$ cat config.mk
export PLATFORM = sky130hd
export DESIGN_NAME = spi_status_and_data_buffers
export DESIGN_NICKNAME = d
export VERILOG_FILES = /design/src/hw/spi_buf_pkg.sv /design/src/hw/spi_status_and_data_buffers.sv
export SDC_FILE = /design/constraint.sdc
export NUM_CORES = 1
export LEC_CHECK = 0
export ABC_AREA = 1
export BUFFER_PORTS_ARGS = -buffer_cell sky130_fd_sc_hd__buf_2
export CORE_MARGIN = 3
export CORE_UTILIZATION = 55
export CTS_BUF_LIST = sky130_fd_sc_hd__clkbuf_4 sky130_fd_sc_hd__clkbuf_8
export DETAILED_ROUTE_END_ITERATION = 10
export GPL_TIMING_DRIVEN = 0
export PLACE_DENSITY = 0.82
export SYNTH_ARGS = -nofsm -noshare
export SYNTH_HDL_FRONTEND = slang
export SYNTH_SLANG_ARGS = --single-unit
$ cat constraint.sdc
create_clock -name i_clk -period 1.82 [get_ports i_clk]
set_input_delay 0.091 -clock i_clk [delete_from_list [all_inputs] [get_ports i_clk]]
set_output_delay 0.091 -clock i_clk [all_outputs]
set_load 0.1 [all_outputs]
$ cat src/hw/spi_buf_pkg.sv
package spi_buf_pkg;
	localparam int unsigned DATA_W = 32;
	localparam int unsigned BYTE_W = 8;
	// register byte addresses
	localparam logic [31:0] OFS_CTRL1  = 32'h0000_0000;
	localparam logic [31:0] OFS_CTRL2  = 32'h0000_0004;
	localparam logic [31:0] OFS_STATUS = 32'h0000_0008;
	localparam logic [31:0] OFS_DATA   = 32'h0000_000c;
	// status fields
	localparam int unsigned ST_RXF_BIT  = 7;
	localparam int unsigned ST_TXE_BIT  = 5;
	localparam int unsigned ST_MODE_FAULT_FLAG_BIT = 4;
	// control one fields
	localparam int unsigned C1_RXIE_BIT = 7;
	localparam int unsigned C1_EN_BIT   = 6;
	localparam int unsigned C1_TXIE_BIT = 5;
	localparam int unsigned C1_MASTER_SELECT_BIT = 4;
	localparam int unsigned C1_SELECT_OUTPUT_ENABLE_BIT = 1;
	localparam logic [7:0]  C1_WMASK    = 8'hf2;
	localparam logic [7:0]  C1_RST      = 8'h00;
	// control two fields
	localparam int unsigned C2_FEN_BIT  = 4;
	localparam logic [7:0]  C2_WMASK    = 8'h10;
	localparam logic [7:0]  C2_RST      = 8'h00;
	// ahb-lite
	localparam logic [1:0]  HTRANS_NONSEQ = 2'h2;
	localparam logic        HRESP_OKAY    = 1'h0;
	// serial timing
	localparam int unsigned CLK_NS        = 100;
	localparam int unsigned SCLK_HALF_NS  = 400;
	localparam int unsigned HALF_CYC      = SCLK_HALF_NS / CLK_NS;
	localparam logic [2:0]  HALF_LAST     = 3'(HALF_CYC - 1);
	localparam logic [3:0]  LAST_BIT      = 4'h7;
	// idle pin levels: sclk low in mode 0, select high, so no false edge follows reset
	localparam logic [3:0]  SYNC_RST      = 4'h1;
	typedef enum logic [1:0] {
		XS_IDLE  = 2'h0,
		XS_SHIFT = 2'h1,
		XS_DONE  = 2'h3
	} xfer_state_t;
endpackage

$ cat src/hw/spi_status_and_data_buffers.sv
// The register offsets and the AHB-Lite slave port were chosen for this implementation.
`timescale 1ns/1ns
`default_nettype none
module spi_status_and_data_buffers
	import spi_buf_pkg::*;
(
	input  wire logic                           i_clk,
	input  wire logic                           i_resetn,
	input  wire logic                           i_hsel,
	input  wire logic [spi_buf_pkg::DATA_W-1:0] i_haddr,
	input  wire logic [1:0]                     i_htrans,
	input  wire logic                           i_hwrite,
	input  wire logic [2:0]                     i_hsize,
	input  wire logic [spi_buf_pkg::DATA_W-1:0] i_hwdata,
	input  wire logic                           i_hready,
	output logic      [spi_buf_pkg::DATA_W-1:0] o_hrdata,
	output logic                                o_hreadyout,
	output logic                                o_hresp,
	input  wire logic                           i_sclk,
	output logic                                o_sclk,
	output logic                                o_sclk_oe,
	input  wire logic                           i_mosi,
	output logic                                o_mosi,
	output logic                                o_mosi_oe,
	input  wire logic                           i_miso,
	output logic                                o_miso,
	output logic                                o_miso_oe,
	input  wire logic                           i_ss_n,
	output logic                                o_ss_n,
	output logic                                o_ss_n_oe,
	output logic                                o_irq
);
	import spi_buf_pkg::*;

	function automatic logic hit(input logic [DATA_W-1:0] addr, input logic [DATA_W-1:0] ofs);
		hit = (addr == ofs);
	endfunction

	// pin synchronisers: order sclk, mosi, miso, ss_n
	logic [3:0] sync1_q;
	logic [3:0] sync2_q;
	logic       sclk3_q;

	always_ff @(posedge i_clk or negedge i_resetn)
	begin
		if (!i_resetn)
		begin
			sync1_q <= SYNC_RST;
			sync2_q <= SYNC_RST;
			sclk3_q <= 1'b0;
		end
		else
		begin
			sync1_q <= {i_sclk, i_mosi, i_miso, i_ss_n};
			sync2_q <= sync1_q;
			sclk3_q <= sync2_q[3];
		end
	end

	logic sclk_s;
	logic mosi_s;
	logic miso_s;
	logic ss_n_s;
	assign sclk_s = sync2_q[3];
	assign mosi_s = sync2_q[2];
	assign miso_s = sync2_q[1];
	assign ss_n_s = sync2_q[0];

	// bus side state
	logic [DATA_W-1:0] hrdata_q;
	logic [DATA_W-1:0] hrdata_d;
	logic              dp_valid_q;
	logic              dp_valid_d;
	logic              dp_write_q;
	logic              dp_write_d;
	logic [DATA_W-1:0] dp_addr_q;
	logic [DATA_W-1:0] dp_addr_d;
	logic [7:0]        ctrl1_q;
	logic [7:0]        ctrl1_d;
	logic [7:0]        ctrl2_q;
	logic [7:0]        ctrl2_d;
	// flags, arming and buffers
	logic              rx_full_q;
	logic              rx_full_d;
	logic              tx_empty_q;
	logic              tx_empty_d;
	logic              mode_fault_q;
	logic              mode_fault_d;
	logic              rx_arm_q;
	logic              rx_arm_d;
	logic              tx_arm_q;
	logic              tx_arm_d;
	logic              mf_arm_q;
	logic              mf_arm_d;
	logic [7:0]        rx_buf_q;
	logic [7:0]        rx_buf_d;
	logic [7:0]        tx_buf_q;
	logic [7:0]        tx_buf_d;
	// shifter
	xfer_state_t       xs_q;
	xfer_state_t       xs_d;
	logic [7:0]        shift_q;
	logic [7:0]        shift_d;
	logic              shift_full_q;
	logic              shift_full_d;
	logic              sample_q;
	logic              sample_d;
	logic [3:0]        bit_cnt_q;
	logic [3:0]        bit_cnt_d;
	logic [2:0]        half_cnt_q;
	logic [2:0]        half_cnt_d;
	logic              sclk_q;
	logic              sclk_d;

	logic addr_ok;
	logic rd_status;
	logic rd_data;
	logic wr_any;
	logic wr_data;
	logic wr_ctrl1;
	logic wr_ctrl2;
	logic rx_clear;
	logic enabled;
	logic master;
	logic fault_cond;
	logic [7:0] status_byte;

	assign addr_ok   = i_hsel && i_hready && (i_htrans == HTRANS_NONSEQ);
	assign rd_status = addr_ok && !i_hwrite && hit(i_haddr, OFS_STATUS);
	assign rd_data   = addr_ok && !i_hwrite && hit(i_haddr, OFS_DATA);
	assign wr_any    = dp_valid_q && dp_write_q;
	assign wr_data   = wr_any && hit(dp_addr_q, OFS_DATA);
	assign wr_ctrl1  = wr_any && hit(dp_addr_q, OFS_CTRL1);
	assign wr_ctrl2  = wr_any && hit(dp_addr_q, OFS_CTRL2);
	assign rx_clear  = rd_data && rx_arm_q;
	assign enabled   = ctrl1_q[C1_EN_BIT];
	assign master    = enabled && ctrl1_q[C1_MASTER_SELECT_BIT];
	// select pin is a fault input only in this one setting
	assign fault_cond = master && ctrl2_q[C2_FEN_BIT] && !ctrl1_q[C1_SELECT_OUTPUT_ENABLE_BIT] && !ss_n_s;

	always_comb
	begin
		status_byte = 8'h00;
		status_byte[ST_RXF_BIT]  = rx_full_q;
		status_byte[ST_TXE_BIT]  = tx_empty_q;
		status_byte[ST_MODE_FAULT_FLAG_BIT] = mode_fault_q;
	end

	// bus group: address phase captures read data so hrdata comes from a flop
	always_comb
	begin
		hrdata_d   = hrdata_q;
		dp_valid_d = addr_ok;
		dp_write_d = addr_ok && i_hwrite;
		dp_addr_d  = addr_ok ? i_haddr : dp_addr_q;
		ctrl1_d    = ctrl1_q;
		ctrl2_d    = ctrl2_q;
		if (addr_ok && !i_hwrite)
		begin
			if (hit(i_haddr, OFS_CTRL1))
				hrdata_d = {24'h00_0000, ctrl1_q};
			else if (hit(i_haddr, OFS_CTRL2))
				hrdata_d = {24'h00_0000, ctrl2_q};
			else if (hit(i_haddr, OFS_STATUS))
				hrdata_d = {24'h00_0000, status_byte};
			else if (hit(i_haddr, OFS_DATA))
				hrdata_d = {24'h00_0000, rx_buf_q};
			else
				hrdata_d = 32'h0000_0000;
		end
		// status writes fall through untouched
		if (wr_ctrl1)
			ctrl1_d = i_hwdata[7:0] & C1_WMASK;
		if (wr_ctrl2)
			ctrl2_d = i_hwdata[7:0] & C2_WMASK;
	end

	always_ff @(posedge i_clk or negedge i_resetn)
	begin
		if (!i_resetn)
		begin
			hrdata_q   <= 32'h0000_0000;
			dp_valid_q <= 1'b0;
			dp_write_q <= 1'b0;
			dp_addr_q  <= 32'h0000_0000;
			ctrl1_q    <= C1_RST;
			ctrl2_q    <= C2_RST;
		end
		else
		begin
			hrdata_q   <= hrdata_d;
			dp_valid_q <= dp_valid_d;
			dp_write_q <= dp_write_d;
			dp_addr_q  <= dp_addr_d;
			ctrl1_q    <= ctrl1_d;
			ctrl2_q    <= ctrl2_d;
		end
	end

	// core group: flag clears are applied first so a flag set in the same cycle wins; disarming by writes comes after arming, so it wins
	always_comb
	begin
		rx_full_d    = rx_full_q;
		tx_empty_d   = tx_empty_q;
		mode_fault_d = mode_fault_q;
		rx_arm_d     = rx_arm_q;
		tx_arm_d     = tx_arm_q;
		mf_arm_d     = mf_arm_q;
		rx_buf_d     = rx_buf_q;
		tx_buf_d     = tx_buf_q;
		xs_d         = xs_q;
		shift_d      = shift_q;
		shift_full_d = shift_full_q;
		sample_d     = sample_q;
		bit_cnt_d    = bit_cnt_q;
		half_cnt_d   = half_cnt_q;
		sclk_d       = sclk_q;
		// arming by status reads
		if (rd_status && rx_full_q)
			rx_arm_d = 1'b1;
		if (rd_status && tx_empty_q)
			tx_arm_d = 1'b1;
		if (rd_status && mode_fault_q)
			mf_arm_d = 1'b1;
		if (rd_data)
			rx_arm_d = 1'b0;
		if (rx_clear)
			rx_full_d = 1'b0;
		if (wr_data)
		begin
			tx_arm_d = 1'b0;
			if (tx_arm_q)
			begin
				tx_buf_d   = i_hwdata[7:0];
				tx_empty_d = 1'b0;
			end
		end
		if (wr_ctrl1)
		begin
			mf_arm_d = 1'b0;
			if (mf_arm_q)
				mode_fault_d = 1'b0;
		end
		unique case (xs_q)
			XS_IDLE:
			begin
				sclk_d     = 1'b0;
				half_cnt_d = 3'h0;
				bit_cnt_d  = 4'h0;
				if (!tx_empty_q && !shift_full_q)
				begin
					shift_d      = tx_buf_q;
					shift_full_d = 1'b1;
					tx_empty_d   = 1'b1;
				end
				else if (shift_full_q && master && !fault_cond)
				begin
					shift_full_d = 1'b0;
					xs_d         = XS_SHIFT;
				end
				else if (enabled && !master && !ss_n_s)
				begin
					shift_full_d = 1'b0;
					xs_d         = XS_SHIFT;
				end
			end
			XS_SHIFT:
			begin
				if (master)
				begin
					half_cnt_d = half_cnt_q + 3'h1;
					if (half_cnt_q == HALF_LAST)
					begin
						half_cnt_d = 3'h0;
						sclk_d     = !sclk_q;
						if (!sclk_q)
							sample_d = miso_s;
						else
						begin
							shift_d   = {shift_q[6:0], sample_q};
							bit_cnt_d = bit_cnt_q + 4'h1;
							if (bit_cnt_q == LAST_BIT)
								xs_d = XS_DONE;
						end
					end
				end
				else if (ss_n_s || !enabled)
					xs_d = XS_IDLE; // deselected mid-byte: partial byte dropped
				else if (sclk_s && !sclk3_q)
					sample_d = mosi_s;
				else if (!sclk_s && sclk3_q)
				begin
					shift_d   = {shift_q[6:0], sample_q};
					bit_cnt_d = bit_cnt_q + 4'h1;
					if (bit_cnt_q == LAST_BIT)
						xs_d = XS_DONE;
				end
			end
			XS_DONE:
			begin
				xs_d = XS_IDLE;
				// overrun drops the new byte silently
				if (!rx_full_q || rx_clear)
				begin
					rx_buf_d  = shift_q;
					rx_full_d = 1'b1;
				end
			end
			default:
				xs_d = XS_IDLE;
		endcase
		if (fault_cond)
		begin
			mode_fault_d = 1'b1;
			if (xs_q == XS_SHIFT)
				xs_d = XS_IDLE;
		end
	end

	always_ff @(posedge i_clk or negedge i_resetn)
	begin
		if (!i_resetn)
		begin
			rx_full_q    <= 1'b0;
			tx_empty_q   <= 1'b1;
			mode_fault_q <= 1'b0;
			rx_arm_q     <= 1'b0;
			tx_arm_q     <= 1'b0;
			mf_arm_q     <= 1'b0;
			rx_buf_q     <= 8'h00;
			tx_buf_q     <= 8'h00;
			xs_q         <= XS_IDLE;
			shift_q      <= 8'h00;
			shift_full_q <= 1'b0;
			sample_q     <= 1'b0;
			bit_cnt_q    <= 4'h0;
			half_cnt_q   <= 3'h0;
			sclk_q       <= 1'b0;
		end
		else
		begin
			rx_full_q    <= rx_full_d;
			tx_empty_q   <= tx_empty_d;
			mode_fault_q <= mode_fault_d;
			rx_arm_q     <= rx_arm_d;
			tx_arm_q     <= tx_arm_d;
			mf_arm_q     <= mf_arm_d;
			rx_buf_q     <= rx_buf_d;
			tx_buf_q     <= tx_buf_d;
			xs_q         <= xs_d;
			shift_q      <= shift_d;
			shift_full_q <= shift_full_d;
			sample_q     <= sample_d;
			bit_cnt_q    <= bit_cnt_d;
			half_cnt_q   <= half_cnt_d;
			sclk_q       <= sclk_d;
		end
	end

	assign o_hrdata    = hrdata_q;
	assign o_hreadyout = 1'b1;
	assign o_hresp     = HRESP_OKAY;
	assign o_sclk      = sclk_q;
	assign o_sclk_oe   = master;
	assign o_mosi      = shift_q[7];
	assign o_mosi_oe   = master;
	assign o_miso      = shift_q[7];
	assign o_miso_oe   = enabled && !master && !ss_n_s;
	assign o_ss_n      = (xs_q == XS_IDLE);
	assign o_ss_n_oe   = master && ctrl2_q[C2_FEN_BIT] && ctrl1_q[C1_SELECT_OUTPUT_ENABLE_BIT];
	assign o_irq       = (tx_empty_q && ctrl1_q[C1_TXIE_BIT]) ||
		((rx_full_q || mode_fault_q) && ctrl1_q[C1_RXIE_BIT]);
endmodule // spi_status_and_data_buffers
`default_nettype wire
=== Yosys cells after proc, flatten, opt, wreduce, memory -nomap -nowiden ===
Cells that the tools add are included.
Widths: inputs -> output; s select.

* Bits in registers: 123
* Bits in latches: 0
* Bits in writable memories: 0
* Bits in read-only memories: 0
* Bits of input ports: 78
* Output and inout port bits: 43
* Word-level logic and storage cells: 173
* Memories: 0

* Add/sub/neg operators: 2
* Multiply operators: 0
* Div/mod/pow operators: 0
* Order comparisons: 0
* Eq/ne operators: 21
* Shifts and indexed selects: 0
* Multiplexer cells: 62
* Bitwise operators: 0
* Reductions and logical operators: 64

{| class="wikitable"
|+ Operators with widths
! kind !! number
|-
| $eq 32x4->1 const B || 3
|-
| $mux 8 || 11
|-
| $eq 32x3->1 const B || 2
|-
| $logic_not 32->1 || 2
|-
| $logic_and 1x1->1 || 28
|-
| $mux 1 || 26
|-
| $mux 2 || 12
|-
| $mux 4 || 6
|-
| $pmux 8 s2 || 1
|-
| $ne 3x3->1 const B || 5
|-
| $reduce_bool 2->1 || 7
|-
| $logic_not 1->1 || 12
|-
| $reduce_and 2->1 || 5
|-
| $ne 2x2->1 const B || 4
|-
| $pmux 4 s2 || 1
|-
| $reduce_and 7->1 || 1
|-
| $mux 3 || 2
|-
| $pmux 3 s2 || 1
|-
| $reduce_and 6->1 || 1
|-
| $reduce_and 5->1 || 1
|-
| $add 4x1->4 const B || 1
|-
| $eq 2x2->1 const B || 2
|-
| $eq 4x3->1 const B || 1
|-
| $logic_or 1x1->1 || 4
|-
| other kinds (9) || 10
|}

=== Longest topological paths before layout ===
Gate-level depths: netlist of the first run.

* Depth in word-level cells: 11
* Depth in mapped cells: 11
* Mapped depth without buffers: 11

=== Worst setup path before layout of the first run ===
No wires, ideal clock.

* Path kind: reg2out
* From: register ctrl1_q[4]
* To: output port o_ss_n_oe
* Arrival time: 2.547 ns
* Data required time: 1.729 ns
* Path slack: -0.818 ns
* Stages on the path, launching flop included: 3
* Buffers on the path: 0
* Cells stage by stage: dfrtp_1 -> nand2_4 -> nor3_1

* Cells in the longest elaborated chain, start to end: 3

{| class="wikitable"
|+ Ends and longest elaborated chain
! item !! line !! text
|-
| from (decl) || spi_status_and_data_buffers.sv:78 || <nowiki>logic [7:0] ctrl1_q;</nowiki>
|-
| from (signal assigned) || spi_status_and_data_buffers.sv:195 || <nowiki>ctrl1_q <= ctrl1_d;</nowiki>
|-
| $logic_and 1x1->1 || spi_status_and_data_buffers.sv:137 || <nowiki>assign master = enabled && ctrl1_q[C1_MASTER_SELECT_BIT];</nowiki>
|-
| $logic_and 1x1->1 (2 in series) || spi_status_and_data_buffers.sv:370 || <nowiki>assign o_ss_n_oe = master && ctrl2_q[C2_FEN_BIT] && ctrl1_q[C1_SELECT_OUTPUT_ENABLE_BIT];</nowiki>
|-
| to (decl) || spi_status_and_data_buffers.sv:30 || <nowiki>output logic o_ss_n_oe,</nowiki>
|}

Every way passes these cells.

=== Worst setup path after layout of the first run ===
* From: register ctrl1_q[6]
* To: register shift_q[6]

* Cells in the longest elaborated chain, start to end: 4
* Elaborated cells between the ends (all ways): 11
* Those cells by class: eq/ne: 5; mux: 2; reduce/logical: 4

{| class="wikitable"
|+ Ends and longest elaborated chain
! item !! line !! text
|-
| $logic_not 1->1 || spi_status_and_data_buffers.sv:287 || <nowiki>else if (ss_n_s || !enabled)</nowiki>
|-
| $logic_or 1x1->1 || spi_status_and_data_buffers.sv:287 ||
|-
| $ne 3x3->1 (no source line) || -- ||
|-
| $reduce_and 7->1 (no source line) || -- ||
|-
| to (signal assigned) || spi_status_and_data_buffers.sv:351 || <nowiki>shift_q <= shift_d;</nowiki>
|-
| to (decl) || spi_status_and_data_buffers.sv:102 || <nowiki>logic [7:0] shift_q;</nowiki>
|}

Parallel ways exist; a longest one is shown, timed or not.
A chain may end at the register's enable or synchronous reset.

==> flow_summary.json, run 1 <==
{
  "worst_pin_slew_ns": 0.537,
  "pre_cts_ws_ns": 0.163,
  "path_buf_inv": 3,
  "final_max_slew_viol_count": 0,
  "fin_crit_sh_pct": 91.9,
  "setup_ws_ns": 0.147,
  "critPathSlowestCell": "dfrtp_1",
  "critPathRequiredTime_ns": 2.08,
  "first_global_vias": 4040,
  "worstSetupEndpointType": "flop",
  "synthAdderAreaFrac_pct": 0.529,
  "finalSetupViolations": 0,
  "p_leak_nw": 3.20,
  "cts_tree": "done",
  "internal-power_mw": 3.97,
  "firstDrtPassIters": 7,
  "irDropWorstVdd_v": 0.000895,
  "critical_path.max_stage_delay_ns": 0.48,
  "die_area_sq_mm": 0.00975,
  "synth_top_family_by_area": "simple AND/OR/NAND/NOR gates",
  "drt_iter0_drc": 323,
  "overflow": 0,
  "finalWeightedCongestion": 0.848,
  "yosys_register_bits": 99,
  "fin_skew_ns": 0.0122,
  "core_region_area_sq_mm": 0.00830,
  "drc": 0,
  "numClockSinks": 99,
  "avgSynthCellArea_sq_um": 8.27,
  "start_util_pct": 57.0,
  "cpLargestDelayFamily": "flip-flops",
  "num_vias": 4147,
  "net-switching-power_mw": 2.38,
  "row_count": 33,
  "hpwl_um": 7510,
  "ys_types": 41,
  "fmax_ghz": 0.598,
  "post_drt_wl_per_cell_um": 13.1,
  "fp.dieH_um": 98.7,
  "r2r_setup_slack_ns": 0.15,
  "path_clk_slew_ns": 0.10,
  "yosys.area_share.simple_pct": 30.5,
  "area_delta_synth_final_pct": 27.1,
  "crit_fanout": 10,
  "synthMuxAreaShare_pct": 1.69,
  "diodes": 0,
  "path_cells": "nand2_4 -> clkinv_2 -> nand2_1 -> o22ai_1 -> inv_1 -> o2111ai_4 -> buf_6 -> nand2_2 -> o21ai_2",
  "hold_path.class": "in2reg",
  "ant_nets": 0,
  "powerDensity_mw_per_mm2": 1060,
  "drt-total-wl_um": 10900,
  "hold_viol": 0,
  "drive_gt1_share_pct": 21.7,
  "clkLatencyLatePin_ns": 0.37,
  "period_minus_slack_ns": 1.67,
  "whs_ns": 0.0865,
  "slew_headroom_pct": 64.2,
  "clockPowerShare_pct": 24.4,
  "clockBufferDepth": 2,
  "cp-start-kind": "flop",
  "p_seq_share_pct": 44.0,
  "io_pins": 121,
  "grt_usage_pct": 23.6,
  "multi_input_area_sq_mm": 0.00196,
  "syn_inst": 572,
  "avgViaCountPerCell": 5.00,
  "fillers": 624,
  "cts-root-buf": "clkbuf_8",
  "grt_max_degree": 60,
  "p_comb_share_pct": 31.6,
  "cts_buffers": 9,
  "critical_path_class": "reg2reg",
  "rsz0062_at_grt": "false",
  "grt_antenna_before_repair": 0,
  "status": "finished, final reports clean",
  "synthXorXnorAreaFrac_pct": 0.185,
  "synth_compound_area_share_pct": 5.90,
  "sw_frac_of_total_pct": 37.5,
  "layout.nets": 800,
  "dieWidth_um": 98.7,
  "ys_seq_area_share_pct": 52.4,
  "ys_warn_count": 0,
  "seqCellArea_sq_mm": 0.00248,
  "io_buffers": 67,
  "grt_pass1_wl_um": 18500,
  "htree_levels": 3,
  "max_cap_viol_count": 0,
  "cp.arrival_ns": 1.94,
  "synth_area_sq_mm": 0.00473
}
cells in the final DEF (no fill, tap or decap), types with 4 or more instances in the layout:
cell type        n
nand2_2          4
mux2i_1          8
nor2_1          48
inv_2            4
conb_1          26
o21ai_0         12
nor3_1           4
nand3_1         40
buf_4           30
dfrtp_1         94
nand2_4          4
buf_2           69
clkinv_2         4
clkbuf_8         9
dlygate4sd3_1   45
clkbuf_1         4
inv_1           30
a21oi_1          9
nor2_4           4
o21ai_2          9
nand2_1        227
per-layer routing:
layer,routed length [um],vias up,global-route usage (%)
met5,0,-,0
met4,264,0,9.14
met3,621,28,3.96
met2,5530,154,40.1
li1,-,2043,-
met1,4480,1922,30.2
tightest hold or removal path, delay by kind of cell:
kind / cells / cell delay [ns]
AO/OA/AOI/OAI: 1 / 0.10
buffers and inverters: 2 / 0.21
cell type report:
| class | instances | share of cell area (%) |
|---|---|---|
| sequential | 99 | 41.3 |
| multi-input combinational | 421 | 32.5 |
| timing repair buffer | 113 | 13.6 |
| buffer | 38 | 4.39 |
| inverter | 38 | 2.39 |
| tap | 105 | 2.18 |
| clock buffer | 9 | 2.06 |
| clock inverter | 7 | 1.52 |
cell usage after synthesis:
master | number | area share, %
nand2_1 | 229 | 18
dfrtp_1 | 96 | 51
nor2_1 | 50 | 4.0
nand3_1 | 40 | 4.2
inv_1 | 30 | 2.4
buf_4 | 29 | 4.6
o21ai_0 | 12 | 1.3
a21oi_1 | 9 | 0.95
o21ai_2 | 9 | 1.7
mux2i_1 | 8 | 1.7
nor3_1 | 6 | 0.63
buf_2 | 4 | 0.42
clkbuf_1 | 4 | 0.32
inv_2 | 4 | 0.32
nand2_4 | 4 | 0.95
clkinv_1 | 3 | 0.24
dfstp_2 | 3 | 1.7
nor2_4 | 3 | 0.71
conb_1 | 2 | 0.16
ha_1 | 2 | 0.53
nand2_2 | 2 | 0.26
nand3_2 | 2 | 0.42
nor2_2 | 2 | 0.26
o31ai_1 | 2 | 0.32
a21boi_0 | 1 | 0.16
a221oi_1 | 1 | 0.19
a32o_1 | 1 | 0.21
a41oi_1 | 1 | 0.19
and3_1 | 1 | 0.13
buf_6 | 1 | 0.24
clkinv_2 | 1 | 0.11
nand3b_1 | 1 | 0.16
nand4_1 | 1 | 0.13
nor3b_1 | 1 | 0.16
nor4_1 | 1 | 0.13
o2111ai_4 | 1 | 0.56
o21a_1 | 1 | 0.16
o21ai_1 | 1 | 0.11
o22ai_1 | 1 | 0.13
or2_1 | 1 | 0.13
xor2_1 | 1 | 0.19
logic make-up after synthesis:
kind of cell / count (synthesis)
compound gates: 40
buf+inv: 76
fa+ha+maj: 2
mux: 8
simple gates: 344
other cells: 2
xor+xnor: 1
flops: 99
path summary, 6_finish.rpt:
check / start / to / depth (start not counted)
setup reg to reg: ctrl1_q[6] / shift_q[6] / 9
hold / removal: i_haddr[3] / dp_addr_q[3] / 3
setup / recovery: ctrl1_q[6] / shift_q[6] / 9
hold reg to reg: sync1_q[1] / sync2_q[1] / 0
min in group asynchronous: i_resetn / rx_buf_q[1] / 2
max in group asynchronous: i_resetn / tx_empty_q / 3
power by group through the flow:
stage / Sequential [mW] / Combinational [mW] / Clock [mW]
floorplan: 2.89 / 1.45 / 0
global placement: 2.81 / 1.87 / 0
detailed placement: 2.83 / 1.93 / 0
CTS: 2.79 / 2.01 / 1.57
global route: 2.84 / 2.22 / 1.66
finish: 2.80 / 2.01 / 1.55
state kept, by name, indices dropped and copies added, names as in the netlist, 5 cells and up:
name and flops:
ctrl1_q 5, tx_buf_q 8, shift_q 8, rx_buf_q 8
o_hrdata 8, dp_addr_q 32
what timing repair did:
item	CTS	global route
gates resized for setup	0	5
hold buffers	44	1
hold endpoints to repair	85	1
buffers inserted	0	0
endpoints found under the setup margin	0	10
metrics by stage:
step	setup TNS [ns]	cell area, sq um	power (mW)	cells	utilization, %
final	0	6010	6.36	830	72.5
after global routing	0	6010	6.72	830	72.5
after CTS	0	5990	6.37	829	72.2
after detailed placement	0	5330	4.76	769	64.3
after global placement	-24.49	5300	4.67	768	63.9
after floorplan	0	4840	4.33	596	-
Note: power is estimated with default switching activity, not from simulation.
==> run 2: changes to the inputs <==
--- a/config.mk
+++ b/config.mk
@@ -8,5 +8,5 @@
 export ABC_AREA = 1
 export BUFFER_PORTS_ARGS = -buffer_cell sky130_fd_sc_hd__buf_2
-export CORE_MARGIN = 3
+export CORE_MARGIN = 1
 export CORE_UTILIZATION = 55
 export CTS_BUF_LIST = sky130_fd_sc_hd__clkbuf_4 sky130_fd_sc_hd__clkbuf_8
==> constraint.sdc (replaced) <==
create_clock -name i_clk -period 1.82 [get_ports i_clk]
set_input_delay 0.091 -clock i_clk [delete_from_list [all_inputs] [get_ports i_clk]]
set_output_delay 0.091 -clock i_clk [all_outputs]
set_load 0.005 [all_outputs]
==> flow_summary.json, run 2 (same netlist as run 1, synthesis figures left out) <==
{
  "path_clk_slew_ns": 0.10,
  "grt_antenna_before_repair": 0,
  "hpwl_um": 7520,
  "max_cap_viol_count": 0,
  "critPathSlowestCell": "dfrtp_1",
  "firstDrtPassIters": 5,
  "top_register": "dp_addr_q",
  "timing.setup.tns_ns": 0,
  "layout.nets": 801,
  "row_count": 33,
  "sw_frac_of_total_pct": 32.2,
  "cp-start-kind": "flop",
  "finalSetupViolations": 0,
  "start_util_pct": 57.3,
  "worst_pin_slew_ns": 0.506,
  "fp.dieH_um": 94.7,
  "critical_path_class": "reg2reg",
  "drt_iter0_drc": 265,
  "cts-root-buf": "clkbuf_8",
  "critical_path.max_stage_delay_ns": 0.49,
  "critical_path_cell_count": 9,
  "fin_cells": 831,
  "num_vias": 4174,
  "powerDensity_mw_per_mm2": 985,
  "net-switching-power_mw": 1.91,
  "first_global_vias": 4141,
  "path_buf_inv": 3,
  "numClockSinks": 99,
  "diodes": 0,
  "fmax_ghz": 0.598,
  "crit_fanout": 10,
  "slew_headroom_pct": 66.1,
  "internal-power_mw": 4.02,
  "startpoint": "ctrl1_q[4]",
  "fin_crit_sh_pct": 91.9,
  "cpLargestDelayFamily": "flip-flops",
  "area_delta_synth_final_pct": 27.2,
  "io_buffers": 67,
  "drive_gt1_share_pct": 21.2,
  "dieWidth_um": 94.7,
  "clockPowerShare_pct": 27.5,
  "pre_cts_ws_ns": 0.153,
  "critPathRequiredTime_ns": 2.08,
  "p_seq_share_pct": 47.0,
  "setup_ws_ns": 0.148,
  "rr_worst_depth": 9,
  "rsz0062_at_grt": "false",
  "period_minus_slack_ns": 1.67,
  "overflow": 0,
  "post_drt_wl_per_cell_um": 13.3,
  "final_max_slew_viol_count": 0,
  "ant_nets": 0,
  "cp.arrival_ns": 1.93,
  "p_comb_share_pct": 25.5,
  "hold_path.class": "in2reg",
  "grt_usage_pct": 27.1,
  "grt_pass1_wl_um": 18500,
  "layout_common_cells": "nand2_1, dfrtp_1, buf_2, nor2_1, dlygate4sd3_1",
  "rr_startpoint": "ctrl1_q[4]",
  "fin_skew_ns": 0.0111,
  "irDropWorstVdd_v": 0.000550,
  "cts_tree": "done",
  "clkLatencyLatePin_ns": 0.36,
  "totalPowerFinal_mw": 5.92,
  "cts_buffers": 9,
  "die_area_sq_mm": 0.00898,
  "final_common_cell": "nand2_1",
  "hold_viol": 0,
  "core_region_area_sq_mm": 0.00826,
  "reg2reg_to": "shift_q[5]",
  "finalWeightedCongestion": 0.901,
  "placed_cell_area_sq_mm": 0.00532,
  "r2r_setup_slack_ns": 0.15,
  "place_inst": 769,
  "p_leak_nw": 3.21,
  "drt-total-wl_um": 11000,
  "largest_register_ffs": 32,
  "drc": 0,
  "grt_max_degree": 65,
  "worstSetupEndpointType": "flop",
  "endpoint": "shift_q[5]",
  "fin_area_sq_mm": 0.00602,
  "avgViaCountPerCell": 5.02,
  "status": "finished, final reports clean",
  "clockBufferDepth": 2,
  "path_cells": "nand2_4 -> clkinv_2 -> nand2_1 -> o22ai_1 -> inv_1 -> o2111ai_4 -> buf_6 -> nand2_2 -> o21ai_2",
  "io_pins": 121,
  "htree_levels": 3
}
-- run 2: power groups by stage --
stage,combinational (mW),clock (mW),sequential [mW]
after detailed placement,1.42,0,2.82
after CTS,1.51,1.64,2.77
after global routing,1.69,1.72,2.83
after floorplan,1.05,0,2.75
final,1.51,1.63,2.78
after global placement,1.33,0,2.80
-- run 2: through the flow --
step           hold slack (ns)  util, %
2_1_floorplan           -0.205        -
3_3_place_gp             0.197     64.0
3_5_place_dp            0.0854     64.4
4_1_cts                0.00577     72.5
5_1_grt                 0.0126     72.8
6_report                0.0158     72.8
-- run 2: per-layer routing --
metal	share of wire (%)	wire length [um]	GRT usage (%)
met2	51	5580	46.5
met4	2.8	309	12.6
met3	4.8	529	4.67
met5	0	0	0
met1	42	4610	33.4
-- run 2: final cells by class --
type / count / area, sq um
clock inverters: 6 / 95.1
fillers: 589 / 2240
multi-input cells: 421 / 1940
clock buffers: 10 / 138
plain buffers: 38 / 264
inverters: 38 / 144
well taps: 105 / 131
flip-flops and latches: 99 / 2480
repair buffers: 114 / 821
-- run 2: timing repair --
action,in CTS,in global routing
hold buffers,44,0
gates resized for setup,0,3
setup endpoints to repair,0,19
endpoints found under the hold margin,80,0
setup buffers,0,2
-- run 2: how the worst min path moves through the flow --
stage,startpoint,endpoint,slack (ns),depth (start not counted)
global placement,i_ss_n,sync1_q[0],0.20,1
CTS,i_haddr[2],dp_addr_q[2],0.006,3
floorplan,i_resetn,bit_cnt_q[0],-0.20,0
global route,i_haddr[2],dp_addr_q[2],0.01,3
finish,i_haddr[2],dp_addr_q[2],0.02,3
detailed placement,i_resetn,o_hrdata[4],0.09,1
-- run 2: worst register-to-register path, stage by stage (launching register included) --
cell and delay, ns:
dfrtp_1 0.49, nand2_4 0.16, clkinv_2 0.13, nand2_1 0.11, o22ai_1 0.08, inv_1 0.11
o2111ai_4 0.17, buf_6 0.21, nand2_2 0.06, o21ai_2 0.04
==> run 3: changes to the inputs <==
Settings changed: CELL_PAD_IN_SITES_DETAIL_PLACEMENT set to 1, CELL_PAD_IN_SITES_GLOBAL_PLACEMENT set to 2, CORE_UTILIZATION 55 to 32, PLACE_DENSITY 0.82 to not set, PLACE_DENSITY_LB_ADDON set to 0.1.
==> flow_summary.json, run 3 (same netlist as run 1, synthesis figures left out) <==
{
  "grt_max_degree": 61,
  "rr_startpoint": "ctrl1_q[4]",
  "top_register": "dp_addr_q",
  "reg2reg_to": "shift_q[6]",
  "largest_register_ffs": 32,
  "clockBufferDepth": 2,
  "period_minus_slack_ns": 1.65,
  "htree_levels": 3,
  "row_count": 44,
  "fin_area_sq_mm": 0.00612,
  "grt_pass1_wl_um": 20200,
  "met2_usage_pct": 29.3,
  "numClockSinks": 99,
  "fin_skew_ns": 0.0153,
  "critPathRequiredTime_ns": 1.73,
  "cp.arrival_ns": 1.56,
  "cp-start-kind": "flop",
  "layout.nets": 803,
  "placed_cell_area_sq_mm": 0.00541,
  "irDropWorstVdd_v": 0.000380,
  "finalSetupViolations": 0,
  "worstHoldPathCells": 3,
  "path_clk_slew_ns": 0.09,
  "hold_path.class": "in2reg",
  "hold_viol": 0,
  "avgViaCountPerCell": 4.45,
  "critical_path.max_stage_delay_ns": 0.49,
  "fin_crit_sh_pct": 90.5,
  "finalWeightedCongestion": 0.764,
  "cts-root-buf": "clkbuf_8",
  "fmax_ghz": 0.607,
  "critPathSlowestCell": "nor2_1",
  "worstSetupEndpointType": "primary output",
  "critical_path_class": "reg2out",
  "ant_nets": 0,
  "fillers": 1778,
  "rsz0062_at_grt": "false",
  "slew_headroom_pct": 46.9,
  "hpwl_um": 8960,
  "dieWidth_um": 124,
  "post_drt_wl_per_cell_um": 13.1,
  "drive_gt1_share_pct": 21.8,
  "grtUsageMet1_pct": 22.4,
  "whs_ns": 0.0720,
  "grt_usage_pct": 17.3,
  "cts_buffers": 9,
  "powerDensity_mw_per_mm2": 944,
  "path_buf_inv": 1,
  "fp.dieH_um": 124,
  "drc": 0,
  "die_area_sq_mm": 0.0153,
  "first_global_vias": 4196,
  "firstDrtPassIters": 6,
  "grt_antenna_before_repair": 0,
  "drt-total-wl_um": 12000,
  "diodes": 0,
  "p_leak_nw": 3.21,
  "status": "finished, final reports clean",
  "io_pins": 121,
  "io_buffers": 67,
  "drt_iter0_drc": 99,
  "clkLatencyLatePin_ns": 0.37,
  "worst_pin_slew_ns": 0.797,
  "start_util_pct": 32.7,
  "hp-start": "i_haddr[3]",
  "r2r_setup_slack_ns": 0.19,
  "area_delta_synth_final_pct": 29.3,
  "top_usage_layer": "met2",
  "path_cells": "nor2_1 -> buf_2",
  "timing.setup.tns_ns": 0,
  "rr_worst_depth": 9,
  "num_vias": 4055,
  "layout_common_cells": "nand2_1, dfrtp_1, buf_2, nor2_1, dlygate4sd3_1",
  "overflow": 0,
  "min_to": "dp_addr_q[3]",
  "max_cap_viol_count": 0,
  "cts_tree": "done",
  "cpLargestDelayFamily": "simple AND/OR/NAND/NOR gates",
  "crit_fanout": 7,
  "met3_usage_pct": 2.79,
  "final_max_slew_viol_count": 0,
  "final_common_cell": "nand2_1",
  "core_region_area_sq_mm": 0.0145
}
-- run 3: cell types whose count changed in the layout (fill, tap and decap cells not counted), sizes merged --
cell,delta
dlygate4sd3,+1
clkinv,+2
clkbuf,+2
inv,-2
clkinvlp,-1
bufinv,-1
buf,+1
-- run 3: final cells by class --
type	count	area (sq um)	share of cell area, %
Sequential cell	99	2480	40.6
Inverter	38	144	2.35
Clock inverter	4	47.5	0.777
Multi-Input combinational cell	421	1950	31.9
Tap cell	184	230	3.76
Buffer	38	264	4.32
Clock buffer	12	165	2.70
Timing Repair Buffer	116	831	13.6
-- run 3: worst register-to-register path: stages, from the launching register on --
cell and delay, ns:
dfrtp_2 0.47, nand2_4 0.14, clkinv_2 0.14, nand2_1 0.12, o22ai_1 0.07, inv_1 0.10
o2111ai_4 0.17, buf_6 0.22, nand2_2 0.07, o21ai_2 0.05
-- run 3: worst max path at each step --
stage | start | end | slack (ns) | cells after the start
global placement | i_resetn | bit_cnt_q[0] | -0.48 | 1
floorplan | ctrl1_q[4] | shift_q[5] | 0.42 | 9
finish | xs_q[0] | o_ss_n | 0.17 | 2
CTS | i_haddr[26] | mf_arm_q | 0.01 | 9
detailed placement | ctrl1_q[4] | shift_q[6] | 0.13 | 9
global route | ctrl1_q[6] | shift_q[5] | 0.001 | 9
-- run 3: layer usage --
| layer | up-vias | share of wire (%) | wire length, um |
|---|---|---|---|
| met1 | 1929 | 47 | 5630 |
| met3 | 12 | 2.6 | 306 |
| met4 | 0 | 1.4 | 162 |
| li1 | 2051 | - | - |
| met2 | 63 | 49 | 5860 |
| met5 | - | 0 | 0 |
-- run 3: metrics by stage --
stage	std cells	utilization (%)	setup WS [ns]	power [mW]
6_report	912	42.2	0.173	5.78
5_1_grt	912	42.2	0.00132	6.19
4_1_cts	909	41.9	0.0144	5.88
3_5_place_dp	848	37.4	0.128	4.27
3_3_place_gp	847	37.2	-0.481	4.20
2_1_floorplan	596	-	0.421	3.80
-- run 3: where the power goes --
part	leakage [nW]	internal, mW	switching, mW
clock	0.108	0.744	0.767
sequential	1.19	2.53	0.261
combinational	1.92	0.660	0.819
-- run 3: timing repair --
action,in CTS,in global routing
gates resized for setup,0,8
hold buffers,45,0
endpoints found under the hold margin,105,0
setup endpoints to repair,0,27
setup buffers,0,3
